<file path="src/core/btt_map.svh">
`ifndef BTT_MAP_SVH
`define BTT_MAP_SVH

// register indices; byte address is four times the index
`define BTT_IDX_B0_ZERO   10'h102
`define BTT_IDX_B0_M90    10'h103
`define BTT_IDX_B1_ZERO   10'h112
`define BTT_IDX_B1_M90    10'h113
`define BTT_IDX_B2_ZERO   10'h122
`define BTT_IDX_B2_M90    10'h123
`define BTT_IDX_B3_ZERO   10'h132
`define BTT_IDX_B3_M90    10'h133
`define BTT_IDX_B4_ZERO   10'h142
`define BTT_IDX_B4_M90    10'h143
`define BTT_IDX_B5_ZERO   10'h152
`define BTT_IDX_B5_M90    10'h153

// bank pair layout relative to bank 0 zero-degree index
`define BTT_BANK_LSB      4
`define BTT_BANK_MSB      6
`define BTT_PAIR_LSB      1
`define BTT_PAIR_MSB      3
`define BTT_HIGH_LSB      7
`define BTT_HIGH_MSB      9
`define BTT_PHASE_BIT     0
`define BTT_NUM_BANKS     3'h6

// byte address split
`define BTT_IDX_LSB       2
`define BTT_IDX_MSB       11

// reset values
`define BTT_CODE_RST      8'h00
`define BTT_DATA_RST      32'h0000_0000

`endif

</file>
<file path="src/core/btt_pkg.sv">
package btt_pkg;

  typedef logic [7:0] btt_code_t;
  typedef logic [9:0] btt_idx_t;

  typedef struct packed
  {
    logic       valid;
    logic [2:0] bank;
    logic       minus90;
  } btt_dec_s;

endpackage

</file>
<file path="src/core/btt_trim_regs.sv">
// Functional notes
// - in zero-degree phase each bank outputs its zero-degree trim code
// - in minus-ninety phase each bank outputs its minus-ninety code instead
// - after reset every register holds the factory trim code until written
// - software writes store the code, read back, and drive the adjustment
// - banks 1 to 4 decode as pairs 0x112/0x113 upward, spaced 0x10
// - bank 0 minus-ninety register decodes at 0x103, reset to 0x00 like every other register
// - bank 0 zero-degree at 0x102, bank 5 pair at 0x152/0x153
`include "btt_map.svh"

module btt_trim_regs
  import btt_pkg::*;
(
  // clock and reset
  input  wire logic             pclk,
  input  wire logic             presetn,
  // apb slave
  input  wire logic             psel,
  input  wire logic             penable,
  input  wire logic             pwrite,
  input  wire logic [11:0]      paddr,
  input  wire logic [31:0]      pwdata,
  input  wire logic [3:0]       pstrb,
  output logic      [31:0]      prdata,
  output logic                  pready,
  output logic                  pslverr,
  // factory trim codes and phase configuration
  input  wire btt_code_t        fuse_zero   [6],
  input  wire btt_code_t        fuse_minus90[6],
  input  wire logic             phase_minus90,
  // delay control
  output btt_code_t             bank_adjust [6],
  output logic                  trim_ready
);

  // ************************************************************
  // address decode
  // ************************************************************

  function automatic btt_dec_s decode(input logic [11:0] addr);
    btt_dec_s d;
    btt_idx_t off;
    d   = '0;
    off = btt_idx_t'(addr[`BTT_IDX_MSB:`BTT_IDX_LSB] - `BTT_IDX_B0_ZERO);
    d.bank    = off[`BTT_BANK_MSB:`BTT_BANK_LSB];
    d.minus90 = off[`BTT_PHASE_BIT];
    d.valid   = (addr[`BTT_IDX_LSB-1:0] == 2'h0)
              && (off[`BTT_PAIR_MSB:`BTT_PAIR_LSB] == 3'h0)
              && (off[`BTT_HIGH_MSB:`BTT_HIGH_LSB] == 3'h0)
              && (d.bank < `BTT_NUM_BANKS);
    return d;
  endfunction

  btt_dec_s  dec;
  btt_code_t trim_zero    [6];
  btt_code_t trim_minus90 [6];
  logic      wr_done;
  logic      rd_setup;
  logic      next_pready;

  assign dec         = decode(paddr);
  assign wr_done     = psel && penable && pready && pwrite && !pslverr;
  assign rd_setup    = psel && !pready;
  assign next_pready = trim_ready && psel && !pready;

  function automatic btt_code_t read_code(input btt_dec_s d,
                                          input btt_code_t z [6],
                                          input btt_code_t m [6]);
    btt_code_t v;
    v = `BTT_CODE_RST;
    if (d.valid)
    begin
      v = d.minus90 ? m[d.bank] : z[d.bank];
    end
    return v;
  endfunction

  // ************************************************************
  // factory trim capture
  // ************************************************************

  always_ff @(posedge pclk or negedge presetn)
  begin
    if (!presetn)
    begin
      trim_ready <= 1'b0;
    end
    else
    begin
      trim_ready <= 1'b1;
    end
  end

  // ************************************************************
  // trim registers and delay outputs
  // ************************************************************

  genvar g;
  generate
    for (g = 0; g < 6; g++)
    begin : g_bank
      always_ff @(posedge pclk or negedge presetn)
      begin
        if (!presetn)
        begin
          trim_zero[g]    <= `BTT_CODE_RST;
          trim_minus90[g] <= `BTT_CODE_RST;
        end
        else if (!trim_ready)
        begin
          trim_zero[g]    <= fuse_zero[g];
          trim_minus90[g] <= fuse_minus90[g];
        end
        else if (wr_done && pstrb[0] && dec.bank == 3'(g))
        begin
          if (dec.minus90)
          begin
            trim_minus90[g] <= pwdata[7:0];
          end
          else
          begin
            trim_zero[g] <= pwdata[7:0];
          end
        end
      end

      always_ff @(posedge pclk or negedge presetn)
      begin
        if (!presetn)
        begin
          bank_adjust[g] <= `BTT_CODE_RST;
        end
        else if (phase_minus90)
        begin
          bank_adjust[g] <= trim_minus90[g];
        end
        else
        begin
          bank_adjust[g] <= trim_zero[g];
        end
      end

      a_zero_phase_out : assert property (@(posedge pclk) disable iff (!presetn)
        !phase_minus90 |=> bank_adjust[g] == $past(trim_zero[g]))
        else $error("zero-degree code not applied");

      a_m90_phase_out : assert property (@(posedge pclk) disable iff (!presetn)
        phase_minus90 |=> bank_adjust[g] == $past(trim_minus90[g]))
        else $error("minus-ninety code not applied");

      a_write_stores : assert property (@(posedge pclk) disable iff (!presetn)
        wr_done && pstrb[0] && dec.bank == 3'(g)
        |=> ($past(dec.minus90) ? trim_minus90[g] : trim_zero[g]) == $past(pwdata[7:0]))
        else $error("written code not stored");

      a_fuse_bank : assert property (@(posedge pclk) disable iff (!presetn)
        $rose(trim_ready) |-> trim_zero[g] == $past(fuse_zero[g])
                           && trim_minus90[g] == $past(fuse_minus90[g]))
        else $error("factory trim not captured for bank");

      a_strobe_gates : assert property (@(posedge pclk) disable iff (!presetn)
        psel && penable && pready && pwrite && !pstrb[0] && trim_ready
        |=> $stable(trim_zero[g]) && $stable(trim_minus90[g]))
        else $error("write without byte strobe changed a code");

      a_error_keeps : assert property (@(posedge pclk) disable iff (!presetn)
        psel && penable && pready && pslverr && trim_ready
        |=> $stable(trim_zero[g]) && $stable(trim_minus90[g]))
        else $error("refused access changed a code");

      a_other_bank : assert property (@(posedge pclk) disable iff (!presetn)
        wr_done && dec.bank != 3'(g)
        |=> $stable(trim_zero[g]) && $stable(trim_minus90[g]))
        else $error("write to one bank changed another");

      a_write_drives : assert property (@(posedge pclk) disable iff (!presetn)
        wr_done && pstrb[0] && dec.bank == 3'(g) && !dec.minus90 && !phase_minus90
        ##1 !phase_minus90 |=> bank_adjust[g] == $past(pwdata[7:0], 2))
        else $error("written code not driven to bank");
    end
  endgenerate

  // ************************************************************
  // apb response
  // ************************************************************

  always_ff @(posedge pclk or negedge presetn)
  begin
    if (!presetn)
    begin
      pready <= 1'b0;
    end
    else
    begin
      pready <= next_pready;
    end
  end

  always_ff @(posedge pclk or negedge presetn)
  begin
    if (!presetn)
    begin
      prdata  <= `BTT_DATA_RST;
      pslverr <= 1'b0;
    end
    else if (next_pready)
    begin
      pslverr <= !dec.valid;
      prdata  <= (rd_setup && !pwrite)
               ? {24'h00_0000, read_code(dec, trim_zero, trim_minus90)}
               : `BTT_DATA_RST;
    end
    else if (!psel)
    begin
      prdata  <= `BTT_DATA_RST;
      pslverr <= 1'b0;
    end
  end

  // ************************************************************
  // checks
  // ************************************************************

  a_fuse_capture : assert property (@(posedge pclk) disable iff (!presetn)
    $rose(trim_ready) |-> trim_zero[0] == $past(fuse_zero[0])
                       && trim_minus90[5] == $past(fuse_minus90[5]))
    else $error("factory trim not captured");

  a_read_back : assert property (@(posedge pclk) disable iff (!presetn)
    psel && penable && pready && !pwrite && !pslverr
    |-> prdata[7:0] == read_code(dec, trim_zero, trim_minus90) && prdata[31:8] == 24'h0)
    else $error("read data differs from stored code");

  a_decode_bank1 : assert property (@(posedge pclk) disable iff (!presetn)
    psel && paddr[`BTT_IDX_MSB:`BTT_IDX_LSB] == `BTT_IDX_B1_M90 && paddr[1:0] == 2'h0
    |-> dec.valid && dec.bank == 3'h1 && dec.minus90)
    else $error("bank 1 minus-ninety decode wrong");

  a_decode_bank0 : assert property (@(posedge pclk) disable iff (!presetn)
    psel && paddr[`BTT_IDX_MSB:`BTT_IDX_LSB] == `BTT_IDX_B0_M90 && paddr[1:0] == 2'h0
    |-> dec.valid && dec.bank == 3'h0 && dec.minus90)
    else $error("bank 0 minus-ninety decode wrong");

  a_decode_bank5 : assert property (@(posedge pclk) disable iff (!presetn)
    psel && paddr[`BTT_IDX_MSB:`BTT_IDX_LSB] == `BTT_IDX_B5_ZERO && paddr[1:0] == 2'h0
    |-> dec.valid && dec.bank == 3'h5 && !dec.minus90)
    else $error("bank 5 zero-degree decode wrong");

  a_decode_bank2 : assert property (@(posedge pclk) disable iff (!presetn)
    psel && paddr[`BTT_IDX_MSB:`BTT_IDX_LSB] == `BTT_IDX_B2_ZERO && paddr[1:0] == 2'h0
    |-> dec.valid && dec.bank == 3'h2 && !dec.minus90)
    else $error("bank 2 zero-degree decode wrong");

  a_decode_bank3 : assert property (@(posedge pclk) disable iff (!presetn)
    psel && paddr[`BTT_IDX_MSB:`BTT_IDX_LSB] == `BTT_IDX_B3_M90 && paddr[1:0] == 2'h0
    |-> dec.valid && dec.bank == 3'h3 && dec.minus90)
    else $error("bank 3 minus-ninety decode wrong");

  a_decode_bank4 : assert property (@(posedge pclk) disable iff (!presetn)
    psel && paddr[`BTT_IDX_MSB:`BTT_IDX_LSB] == `BTT_IDX_B4_M90 && paddr[1:0] == 2'h0
    |-> dec.valid && dec.bank == 3'h4 && dec.minus90)
    else $error("bank 4 minus-ninety decode wrong");

  a_decode_bank0z : assert property (@(posedge pclk) disable iff (!presetn)
    psel && paddr[`BTT_IDX_MSB:`BTT_IDX_LSB] == `BTT_IDX_B0_ZERO && paddr[1:0] == 2'h0
    |-> dec.valid && dec.bank == 3'h0 && !dec.minus90)
    else $error("bank 0 zero-degree decode wrong");

  a_decode_bank5m : assert property (@(posedge pclk) disable iff (!presetn)
    psel && paddr[`BTT_IDX_MSB:`BTT_IDX_LSB] == `BTT_IDX_B5_M90 && paddr[1:0] == 2'h0
    |-> dec.valid && dec.bank == 3'h5 && dec.minus90)
    else $error("bank 5 minus-ninety decode wrong");

  a_idle_quiet : assert property (@(posedge pclk) disable iff (!presetn)
    !psel |=> !pready && !pslverr && prdata == `BTT_DATA_RST)
    else $error("bus outputs active while idle");

  a_write_no_data : assert property (@(posedge pclk) disable iff (!presetn)
    psel && !penable && pwrite && trim_ready && !pready |=> prdata == `BTT_DATA_RST)
    else $error("read data driven during write");

  a_error_flag : assert property (@(posedge pclk) disable iff (!presetn)
    psel && !penable && trim_ready && !pready && !dec.valid |=> pready && pslverr)
    else $error("unmapped setup not refused");

  a_ready_held : assert property (@(posedge pclk) disable iff (!presetn)
    !trim_ready |-> !pready)
    else $error("ready before factory trim captured");

  a_unmapped_err : assert property (@(posedge pclk) disable iff (!presetn)
    psel && penable && pready && !dec.valid |-> pslverr && prdata == 32'h0)
    else $error("unmapped access not flagged");

  a_ready_pulse : assert property (@(posedge pclk) disable iff (!presetn)
    psel && !penable && trim_ready && !pready |=> pready ##1 !pready)
    else $error("ready not a single cycle pulse");

  a_code_opaque : assert property (@(posedge pclk) disable iff (!presetn)
    $stable(phase_minus90) && $stable(trim_zero[3]) && $stable(trim_minus90[3])
    ##1 1'b1 |-> $stable(bank_adjust[3]))
    else $error("trim code altered on its way out");

  c_write_zero : cover property (@(posedge pclk) disable iff (!presetn)
    wr_done && !dec.minus90);

  c_write_m90 : cover property (@(posedge pclk) disable iff (!presetn)
    wr_done && dec.minus90);

  c_read_hit : cover property (@(posedge pclk) disable iff (!presetn)
    psel && penable && pready && !pwrite && !pslverr);

  c_phase_swap : cover property (@(posedge pclk) disable iff (!presetn)
    $changed(phase_minus90) && trim_zero[0] != trim_minus90[0]);

  c_refused : cover property (@(posedge pclk) disable iff (!presetn)
    psel && penable && pready && pslverr);

endmodule

</file>
<file path="config.mk">
export PLATFORM = sky130hd
export DESIGN_NAME = btt_trim_regs
export DESIGN_NICKNAME = d
export VERILOG_FILES = /design/src/core/btt_pkg.sv /design/src/core/btt_trim_regs.sv
export VERILOG_INCLUDE_DIRS = /design/src /design/src/core
export SDC_FILE = /design/constraint.sdc
export NUM_CORES = 1
export LEC_CHECK = 0
export ABC_AREA = 1
export BUFFER_PORTS_ARGS = -buffer_cell sky130_fd_sc_hd__buf_2
export CAP_MARGIN = 10
export CORE_MARGIN = 4
export CORE_UTILIZATION = 55
export DETAILED_ROUTE_END_ITERATION = 8
export GPL_TIMING_DRIVEN = 0
export PLACE_DENSITY = 0.84
export SYNTH_ARGS = -nofsm -noshare
export SYNTH_HDL_FRONTEND = slang
export SYNTH_SLANG_ARGS = --single-unit
</file>
<file path="constraint.sdc">
create_clock -name pclk -period 3.7 [get_ports pclk]
set_input_delay 0.74 -clock pclk [delete_from_list [all_inputs] [get_ports pclk]]
set_output_delay 0.74 -clock pclk [all_outputs]
set_load 0.02 [all_outputs]
</file>
==> metrics.cfg, run 1 <==
[timing]
fin_crit_sh=0.6055
skew_ps=9.904
setup_slack_ps=1460
max_freq_mhz=446.4
maxSlewViolCount=0
rsz0062_at_grt=false
hold_violations=0
relSlewSlack=0.3135
finalCriticalPeriod_ps=2240
tightest_slew_ps=1030
setup_viol=0

[setup_path]
critical_path.max_fanout=9
worst-r2r-setup-slack_ps=1490
critPathCaptureType=flip-flop
arrival_ps=2550
startpoint_type=primary input
crit_required_ps=4010
crit_type=primary input to flip-flop

[synthesis]
synth_mux_area_frac=0.01676
synth_top_flop_cell=dfrtp_1
syn_inst=1014
synth_seq_cells=155
post-synth-top-area-cell=dfrtp_1
synthArstFlopShare=1.000
synth_area_sq_um=8063
synth_top_cells_by_area=dfrtp_1, nand2_1, a21oi_1
yosysMostFrequentCell=nand2_1
synth_top_family_by_area=simple AND/OR/NAND/NOR gates
synth-adder-area-share=0
synth-edff-count=0
yosys-top-cells-count=nand2_1, dfrtp_1, a21oi_1
avgSynthCellArea_sq_um=7.951
ys_seq_area_frac=0.4811
synth-xor-area-share=0
synth_simple_gate_area_share=0.2273
synth_compound_area_frac=0.1688
yosysUniqueCellTypes=27
yosys_warnings=0
synth_top_area_frac=0.4811

[layout]
area_growth_pct=22.35
diodes=0
nets=1387
fillers=1241
drive_above_1_share=0.2736
final_cells=1430

[routing]
ant_nets=0
vias_per_cell=5.497
drt-total-wl_um=27290
vias=7861
drtIter0Drc=866
wire_per_inst_um=19.08
drc=0
first_pass_iters=5

[cts]
cts_buffers=17
clk_pin_slew_worst_paths_ps=60
cts-root-buf=clkbuf_16
clk_path_buf_depth=2
tritoncts=built
htree_num_levels=4
clkLatencyLatePin_ps=440
numClockSinks=155
postCtsSetupBuffers=0
postCtsHoldBufs=0
post_cts_resized=0

[placed_design]
dp.cells=1398
gp_congestion=1.010
pre_cts_slack_ps=1097
portBuffers=180
hpwl_um=20290

[outcome]
status=completed

[floorplanning]
core_sq_um=14100
rows=43
die_h_um=129.1
die_w_um=129.1
start_util=0.5720
io_pins=233
die-area_sq_um=16660

[run]
maxCapViolations=0

[global_route]
grt_max_degree=93
busiest_layer=met2
grt_pass1_wl_um=41360
overflow=0
use_met1=0.4570
antenna_found_initial=0
grt_pass1_vias=7624
use_met2=0.5119
grtUsageMet3=0.07832
grtUsageTotal=0.3315

[power_and_ir_drop]
power.density_nw_per_um2=481.7
ir_drop_mv=0.3552
leakagePower_nw=5.234

[min_path]
min_path_type=primary input to asynchronous set/reset pin

final timing paths:
path	startpoint	to	depth (start not counted)
setup / recovery	paddr[4]	prdata[7]$_DFFE_PN0P_	11
min in group pclk	trim_zero[35]$_DFFE_PN0P_	trim_zero[35]$_DFFE_PN0P_	2
hold reg to reg	trim_zero[35]$_DFFE_PN0P_	trim_zero[35]$_DFFE_PN0P_	2
hold / removal	presetn	bank_adjust[15]$_DFF_PN0_	1
setup reg to reg	trim_ready$_DFF_PN0_	trim_zero[16]$_DFFE_PN0P_	7
max in group asynchronous	presetn	bank_adjust[20]$_DFF_PN0_	2
power by group:
| part | switching [mW] | internal, mW | leakage (nW) |
|---|---|---|---|
| sequential | 0.137 | 1.91 | 1.95 |
| combinational | 0.690 | 0.358 | 3.01 |
| clock | 0.696 | 0.963 | 0.272 |
sequential cells by signal, indices dropped and copies added, names as in the netlist:
register / flops
trim_minus90: 48
trim_zero: 48
trim_ready: 1
pready: 1
bank_adjust: 48
prdata: 8
pslverr: 1
area by class of cell:
class / instances / area, sq um / share of cell area
inverter: 96 / 362.8 / 0.03678
clock buffer: 23 / 467.9 / 0.04744
buffer: 79 / 484.2 / 0.04909
clock inverter: 9 / 87.58 / 0.008879
sequential: 155 / 3879 / 0.3932
multi-input combinational: 707 / 3423 / 0.3470
timing repair buffer: 181 / 934.6 / 0.09475
tap: 180 / 225.2 / 0.02283
kinds of logic (layout without fill, tap and decap cells):
family / count (synthesis) / count (layout)
and+or+nand+nor: 431 / 431
AOI/OAI and AO/OA: 239 / 239
buffers and inverters: 175 / 388
DFF: 155 / 155
muxes: 12 / 12
other: 2 / 25
layer usage:
metal,vias up,routed length (um),part of all wire
met5,-,0,0
met4,0,612,0.022
met3,48,3025,0.11
met2,430,12560,0.46
met1,3720,11090,0.41
li1,3663,-,-
critical path: stages:
cell	delay [ps]
buf_2	120
nor2_4	140
nand2_1	100
nand2_1	130
nand2_1	230
nor2_1	590
nand2_1	110
nand3b_1	140
nand2_1	60
nand3_1	120
nand2_1	70
cell usage in the layout (no fill, tap or decap), types with 29 or more instances in the layout:
cell	count
nand3_1	69
a21oi_1	98
o21ai_2	44
buf_2	188
buf_4	29
nand2_1	311
inv_1	92
clkbuf_1	33
o21ai_0	40
dfrtp_1	155
o21ai_1	57
metrics by stage:
step / utilization / total power [mW] / instance area, sq um / TNS [ps] / hold slack, ps
2_1_floorplan: - / 2.681 / 8149 / 0 / 444.4
3_3_place_gp: 0.6580 / 3.073 / 9275 / -45090 / 462.0
3_5_place_dp: 0.6604 / 3.095 / 9309 / 0 / 468.4
4_1_cts: 0.6998 / 4.739 / 9864 / 0 / 301.6
5_1_grt: 0.6998 / 4.948 / 9864 / 0 / 321.5
6_report: 0.6998 / 4.752 / 9864 / 0 / 275.8
Power figures use the tool's default switching activity.
==> run 2: changes to the inputs <==
--- a/config.mk
+++ b/config.mk
@@ -10,10 +10,10 @@
 export BUFFER_PORTS_ARGS = -buffer_cell sky130_fd_sc_hd__buf_2
 export CAP_MARGIN = 10
 export CORE_MARGIN = 4
-export CORE_UTILIZATION = 55
+export CORE_UTILIZATION = 53
 export DETAILED_ROUTE_END_ITERATION = 8
 export GPL_TIMING_DRIVEN = 0
-export PLACE_DENSITY = 0.84
+export PLACE_DENSITY = 0.81
 export SYNTH_ARGS = -nofsm -noshare
 export SYNTH_HDL_FRONTEND = slang
 export SYNTH_SLANG_ARGS = --single-unit
==> constraint.sdc (replaced) <==
create_clock -name pclk -period 2.2 [get_ports pclk]
set_input_delay 0.44 -clock pclk [delete_from_list [all_inputs] [get_ports pclk]]
set_output_delay 0.44 -clock pclk [all_outputs]
set_load 0.02 [all_outputs]
==> metrics.cfg, run 2 (synthesized netlist as in run 1, its figures left out) <==
[setup_path]
crit_required_ps=2560  ; -1450 ps
path_cells=buf_2 -> buf_2 -> nand2_1 -> inv_1 -> clkdlybuf4s15_1 -> a21oi_1 -> o21ai_2
crit_type=flip-flop to flip-flop
path_buf_inv=4  ; +3
crit_end=trim_zero[19]$_DFFE_PN0P_
crit_path_start=trim_ready$_DFF_PN0_
crit_family=buffers and inverters
timing.rr.start=trim_ready$_DFF_PN0_
critical_path.max_fanout=10  ; +1
cp.depth=7  ; -4
critPathMaxStageDelay_ps=670  ; +80 ps
r2r.worst_path.cells=7  ; unchanged
startpoint_type=flip-flop
worst-r2r-setup-slack_ps=90  ; -1400 ps
slowest_stage=clkdlybuf4s15_1
timing.rr.end=trim_zero[19]$_DFFE_PN0P_
arrival_ps=2470  ; -80 ps
critPathCaptureType=flip-flop
crit_top_cell=buf_2

[cts]
postCtsSetupBuffers=0  ; unchanged
clk_pin_slew_worst_paths_ps=70  ; about the same
tritoncts=built
numClockSinks=155  ; unchanged
clkLatencyLatePin_ps=430  ; about the same
cts-root-buf=clkbuf_16
cts_buffers=17  ; unchanged
htree_num_levels=4  ; unchanged
clk_path_buf_depth=2  ; unchanged

[floorplanning]
rows=44  ; +2.3%
die_w_um=131.3  ; +1.8%
die_h_um=131.3  ; +1.8%
io_pins=233  ; unchanged
die-area_sq_um=17250  ; +3.5%
start_util=0.5485  ; -0.02347
core_sq_um=14700  ; +4.3%

[timing]
max_freq_mhz=473.3
rsz0062_at_grt=false
finalCriticalPeriod_ps=2113
fin_crit_sh=0.9604
maxSlewViolCount=0  ; unchanged
skew_ps=9.186  ; -0.7182 ps
hold_violations=0  ; unchanged
tightest_slew_ps=847.8  ; -182.0 ps
relSlewSlack=0.4348  ; +0.1213
setup_viol=0  ; unchanged

[power_and_ir_drop]
p_int_mw=5.541  ; +72%
power_frac_clock=0.360  ; +0.011
pwr-share-comb=0.218  ; -0.003
power.density_nw_per_um2=821.7  ; +71%
ir_drop_mv=0.5203  ; +46%
leakagePower_nw=5.253  ; +0.36%
sequentialPowerShare=0.423  ; -0.007
p_switching_mw=2.603  ; +71%
swShare=0.3196  ; -0.0009573

[global_route]
grt_pass1_wl_um=42590  ; +3.0%
antenna_found_initial=0  ; unchanged
grt_pass1_vias=7733  ; +1.4%
grt_max_degree=83  ; -11%
grtUsageMet3=0.06919  ; -0.009129
use_met2=0.4942  ; -0.01765
use_met1=0.4366  ; -0.02040
grtUsageTotal=0.3203  ; -0.01120
busiest_layer=met2
overflow=0  ; unchanged

[placed_design]
portBuffers=180  ; unchanged
hpwl_um=20530  ; +1.2%
place_area_sq_um=9314  ; about the same
gp_congestion=0.9811  ; -2.9%

[routing]
wire_per_inst_um=19.29  ; +1.1%
vias_per_cell=5.522  ; +0.46%
drt-total-wl_um=27660  ; +1.4%
drtIter0Drc=757  ; -13%
drc=0  ; unchanged
vias=7919  ; +0.74%
ant_nets=0  ; unchanged
first_pass_iters=6  ; +1

[layout]
area_growth_pct=22.92
fin_util=0.6742  ; -0.02556
final_area_sq_um=9911  ; +0.47%
nets=1387  ; unchanged
layout_commonest_cell=nand2_1
diodes=0  ; unchanged
drive_above_1_share=0.2800  ; +0.006400
top_regs=bank_adjust: 48 flops, trim_minus90: 48 flops, trim_zero: 48 flops
layout_common_cells=nand2_1, buf_2, dfrtp_1

[outcome]
status=completed

[min_path]
min_path_type=primary input to asynchronous set/reset pin

[run]
maxCapViolations=0  ; unchanged

==> run 2: cell count changes in the layout (fill, tap and decap cells not counted) <==
cell and change:
nor2_1 -1, clkinv_4 -2, nor2_2 +1, inv_6 -1, clkbuf_2 +6, clkinvlp_4 +4, clkinv_2 -1, clkdlybuf4s15_1 +1
clkbuf_1 -9, buf_1 +1, bufinv_16 +1
==> run 2: per-layer routing <==
layer	vias up	routed length [um]
met1	3726	11350
met2	435	12560
met5	-	0
met3	79	2538
met4	0	1220
li1	3679	-
==> run 2: worst reg2reg max path: stages (launching register included) <==
cell and delay [ps]:
dfrtp_1 340, buf_2 240, buf_2 300, nand2_1 80
inv_1 100, clkdlybuf4s15_1 670, a21oi_1 150, o21ai_2 170
==> run 2: how the worst min path moves through the flow <==
stage                     startpoint                      endpoint  cells past startpoint
2_1_floorplan                presetn      bank_adjust[0]$_DFF_PN0_                      0
3_3_place_gp   prdata[2]$_DFFE_PN0P_         prdata[2]$_DFFE_PN0P_                      2
3_5_place_dp   prdata[2]$_DFFE_PN0P_         prdata[2]$_DFFE_PN0P_                      2
4_1_cts                      presetn  trim_minus90[13]$_DFFE_PN0P_                      1
5_1_grt                      presetn  trim_minus90[14]$_DFFE_PN0P_                      1
6_report                     presetn  trim_minus90[13]$_DFFE_PN0P_                      1
==> run 2: area by class of cell <==
class / count / area [sq um]
Buffer: 79 / 498.0
Clock buffer: 22 / 464.2
Clock inverter: 10 / 116.4
Fill cell: 1256 / 4788
Inverter: 96 / 362.8
Multi-Input combinational cell: 707 / 3426
Sequential cell: 155 / 3879
Tap cell: 184 / 230.2
Timing Repair Buffer: 181 / 934.6
==> run 2: metrics by stage <==
| stage | cells | total power [mW] | worst slack [ps] | hold slack [ps] | setup TNS, ps |
|---|---|---|---|---|---|
| global route | 1434 | 8.456 | 4.989 | 110.1 | 0 |
| detailed placement | 1402 | 5.217 | -148.0 | 467.3 | -919.8 |
| finish | 1434 | 8.144 | 87.04 | 46.58 | 0 |
| CTS | 1434 | 8.121 | 70.82 | 80.74 | 0 |
| floorplan | 1037 | 4.509 | 537.8 | 144.4 | 0 |
| global placement | 1401 | 5.174 | -1529 | 461.0 | -235450 |
==> run 2: power groups by stage <==
| stage | combinational (mW) | sequential [mW] | clock (mW) |
|---|---|---|---|
| 6_report | 1.77 | 3.44 | 2.93 |
| 2_1_floorplan | 0.932 | 3.58 | 0 |
| 3_5_place_dp | 1.74 | 3.48 | 0 |
| 4_1_cts | 1.76 | 3.43 | 2.93 |
| 5_1_grt | 1.94 | 3.48 | 3.04 |
| 3_3_place_gp | 1.71 | 3.47 | 0 |
==> run 2: what timing repair did <==
action | in CTS | in global routing
setup endpoints to repair | 2 | 25
hold buffers | 0 | 0
resized for setup | 2 | 13
==> run 3: changes to the inputs <==
--- a/config.mk
+++ b/config.mk
@@ -14,6 +14,7 @@
 export DETAILED_ROUTE_END_ITERATION = 8
 export GPL_TIMING_DRIVEN = 0
 export PLACE_DENSITY = 0.81
+export RECOVER_POWER = 50
 export SYNTH_ARGS = -nofsm -noshare
 export SYNTH_HDL_FRONTEND = slang
 export SYNTH_SLANG_ARGS = --single-unit
==> metrics.cfg, run 3 (synthesized netlist as in run 1, its figures left out) <==
[outcome]
status=complete, but fails checks
violations=capacitance limit, slew limit

[routing]
vias_per_cell=5.531  ; +0.16%
wire_per_inst_um=19.39  ; +0.52%
first_pass_iters=5  ; -1
vias=7932  ; +0.16%
drt-total-wl_um=27810  ; +0.52%
ant_nets=0  ; unchanged
drc=0  ; unchanged
drtIter0Drc=779  ; +2.9%

[layout]
area_growth_pct=22.73
drive_above_1_share=0.2744  ; -0.005600
diodes=0  ; unchanged
final_cells=1434  ; unchanged
layout_commonest_cell=nand2_1
top_regs=bank_adjust: 48 flops, trim_minus90: 48 flops, trim_zero: 48 flops
layout_common_cells=nand2_1, buf_2, dfrtp_1
final_area_sq_um=9896  ; -0.15%
nets=1387  ; unchanged

[power_and_ir_drop]
swShare=0.3215  ; +0.001879
pwr-share-comb=0.217  ; about the same
p_switching_mw=2.622  ; +0.75%
power.density_nw_per_um2=824.3  ; +0.32%
sequentialPowerShare=0.422  ; about the same
power_frac_clock=0.361  ; about the same
leakagePower_nw=5.227  ; -0.49%
ir_drop_mv=0.5263  ; +1.2%
p_int_mw=5.535  ; -0.11%

[floorplanning]
rows=44  ; unchanged
die-area_sq_um=17250  ; unchanged
start_util=0.5485  ; unchanged
die_h_um=131.3  ; unchanged
io_pins=233  ; unchanged
core_sq_um=14700  ; unchanged
die_w_um=131.3  ; unchanged

[timing]
rsz0062_at_grt=false
setup_viol=0  ; unchanged
relSlewSlack=-0.2358  ; -0.6706
hold_violations=0  ; unchanged
finalCriticalPeriod_ps=2125  ; +11.98 ps
fin_crit_sh=0.9659  ; +0.005446
maxSlewViolCount=82  ; +82
max_freq_mhz=470.6  ; -0.56%
tightest_slew_ps=1854  ; +1006 ps
skew_ps=8.821  ; -0.3655 ps

[cts]
postCtsHoldBufs=0  ; unchanged
clk_pin_slew_worst_paths_ps=70  ; about the same
cts_buffers=17  ; unchanged
clk_path_buf_depth=2  ; unchanged
numClockSinks=155  ; unchanged
htree_num_levels=4  ; unchanged
tritoncts=built
clkLatencyLatePin_ps=430  ; about the same
cts-root-buf=clkbuf_16

[setup_path]
crit_family=buffers and inverters
critPathCaptureType=flip-flop
path_buf_inv=4  ; unchanged
path_cells=buf_2 -> buf_2 -> nand2_1 -> inv_1 -> clkdlybuf4s15_1 -> a21oi_1 -> o21ai_2
slowest_stage=clkdlybuf4s15_1
crit_required_ps=2560  ; about the same
critical_path.max_fanout=10  ; unchanged
critPathMaxStageDelay_ps=680  ; about the same
startpoint_type=flip-flop
crit_type=flip-flop to flip-flop
crit_top_cell=buf_2
arrival_ps=2480  ; about the same

[placed_design]
hpwl_um=20530  ; unchanged
dp.cells=1402  ; unchanged
portBuffers=180  ; unchanged
gp_congestion=0.9811  ; unchanged
place_area_sq_um=9314  ; unchanged

[global_route]
antenna_found_initial=0  ; unchanged
grt_pass1_vias=7733  ; unchanged
overflow=0  ; unchanged
grt_pass1_wl_um=42590  ; unchanged
grtUsageTotal=0.3203  ; unchanged
grt_max_degree=83  ; unchanged

[run]
maxCapViolations=1  ; +1

[min_path]
min_path_type=primary input to flip-flop

==> run 3: through the flow <==
stage               utilization  total power, mW  setup slack [ps]  hold WS (ps)  TNS (ps)
detailed placement       0.6336            5.217            -148.0         467.3    -919.8
floorplan                     -            4.509             537.8         144.4         0
global placement         0.6313            5.174             -1529         461.0   -235450
CTS                      0.6733            8.121             70.82         80.74         0
global route             0.6732            8.452             4.989         297.6         0
finish                   0.6732            8.157             75.05         288.9         0
==> run 3: layout make-up <==
| class | instances | area [sq um] |
|---|---|---|
| fillers | 1261 | 4803 |
| clock inverters | 10 | 116.4 |
| inverters | 96 | 362.8 |
| multi-input cells | 707 | 3426 |
| flip-flops and latches | 155 | 3879 |
| clock buffers | 22 | 464.2 |
| well taps | 184 | 230.2 |
| repair buffers | 181 | 919.6 |
| plain buffers | 79 | 498.0 |
==> run 3: timing repair <==
| item | in CTS | in global routing |
|---|---|---|
| endpoints found under the setup margin | 2 | 25 |
| gates resized for setup | 2 | 13 |
| buffers inserted | 0 | 0 |
==> run 3: power by group through the flow <==
stage | combinational (mW) | sequential [mW] | clock, mW
2_1_floorplan | 0.932 | 3.58 | 0
3_3_place_gp | 1.71 | 3.47 | 0
3_5_place_dp | 1.74 | 3.48 | 0
4_1_cts | 1.76 | 3.43 | 2.93
5_1_grt | 1.93 | 3.48 | 3.04
6_report | 1.77 | 3.45 | 2.94
==> run 3: worst reg2reg max path, cell delays in order (launching register included) <==
cell and delay [ps]:
dfrtp_1 340, buf_2 230, buf_2 300, nand2_1 80, inv_1 100, clkdlybuf4s15_1 680
a21oi_1 150, o21ai_2 170
==> run 3: layer usage <==
| metal | GRT usage | part of all wire | up-vias |
|---|---|---|---|
| met4 | 0.1488 | 0.044 | 0 |
| li1 | - | - | 3677 |
| met1 | 0.4366 | 0.42 | 3751 |
| met5 | 0 | 0 | - |
| met2 | 0.4942 | 0.45 | 427 |
| met3 | 0.06919 | 0.090 | 77 |
==> run 3: path summary, 6_finish.rpt <==
check | cells past startpoint | endpoint | startpoint | slack (ps)
max in group asynchronous | 2 | trim_minus90[27]$_DFFE_PN0P_ | presetn | 550
min in group asynchronous | 1 | trim_minus90[13]$_DFFE_PN0P_ | presetn | 510
hold reg to reg | 2 | prdata[3]$_DFFE_PN0P_ | prdata[3]$_DFFE_PN0P_ | 480
hold / removal | 3 | pslverr$_DFFE_PN0P_ | paddr[1] | 290
setup reg to reg | 7 | trim_zero[19]$_DFFE_PN0P_ | trim_ready$_DFF_PN0_ | 80
setup / recovery | 7 | trim_zero[19]$_DFFE_PN0P_ | trim_ready$_DFF_PN0_ | 80
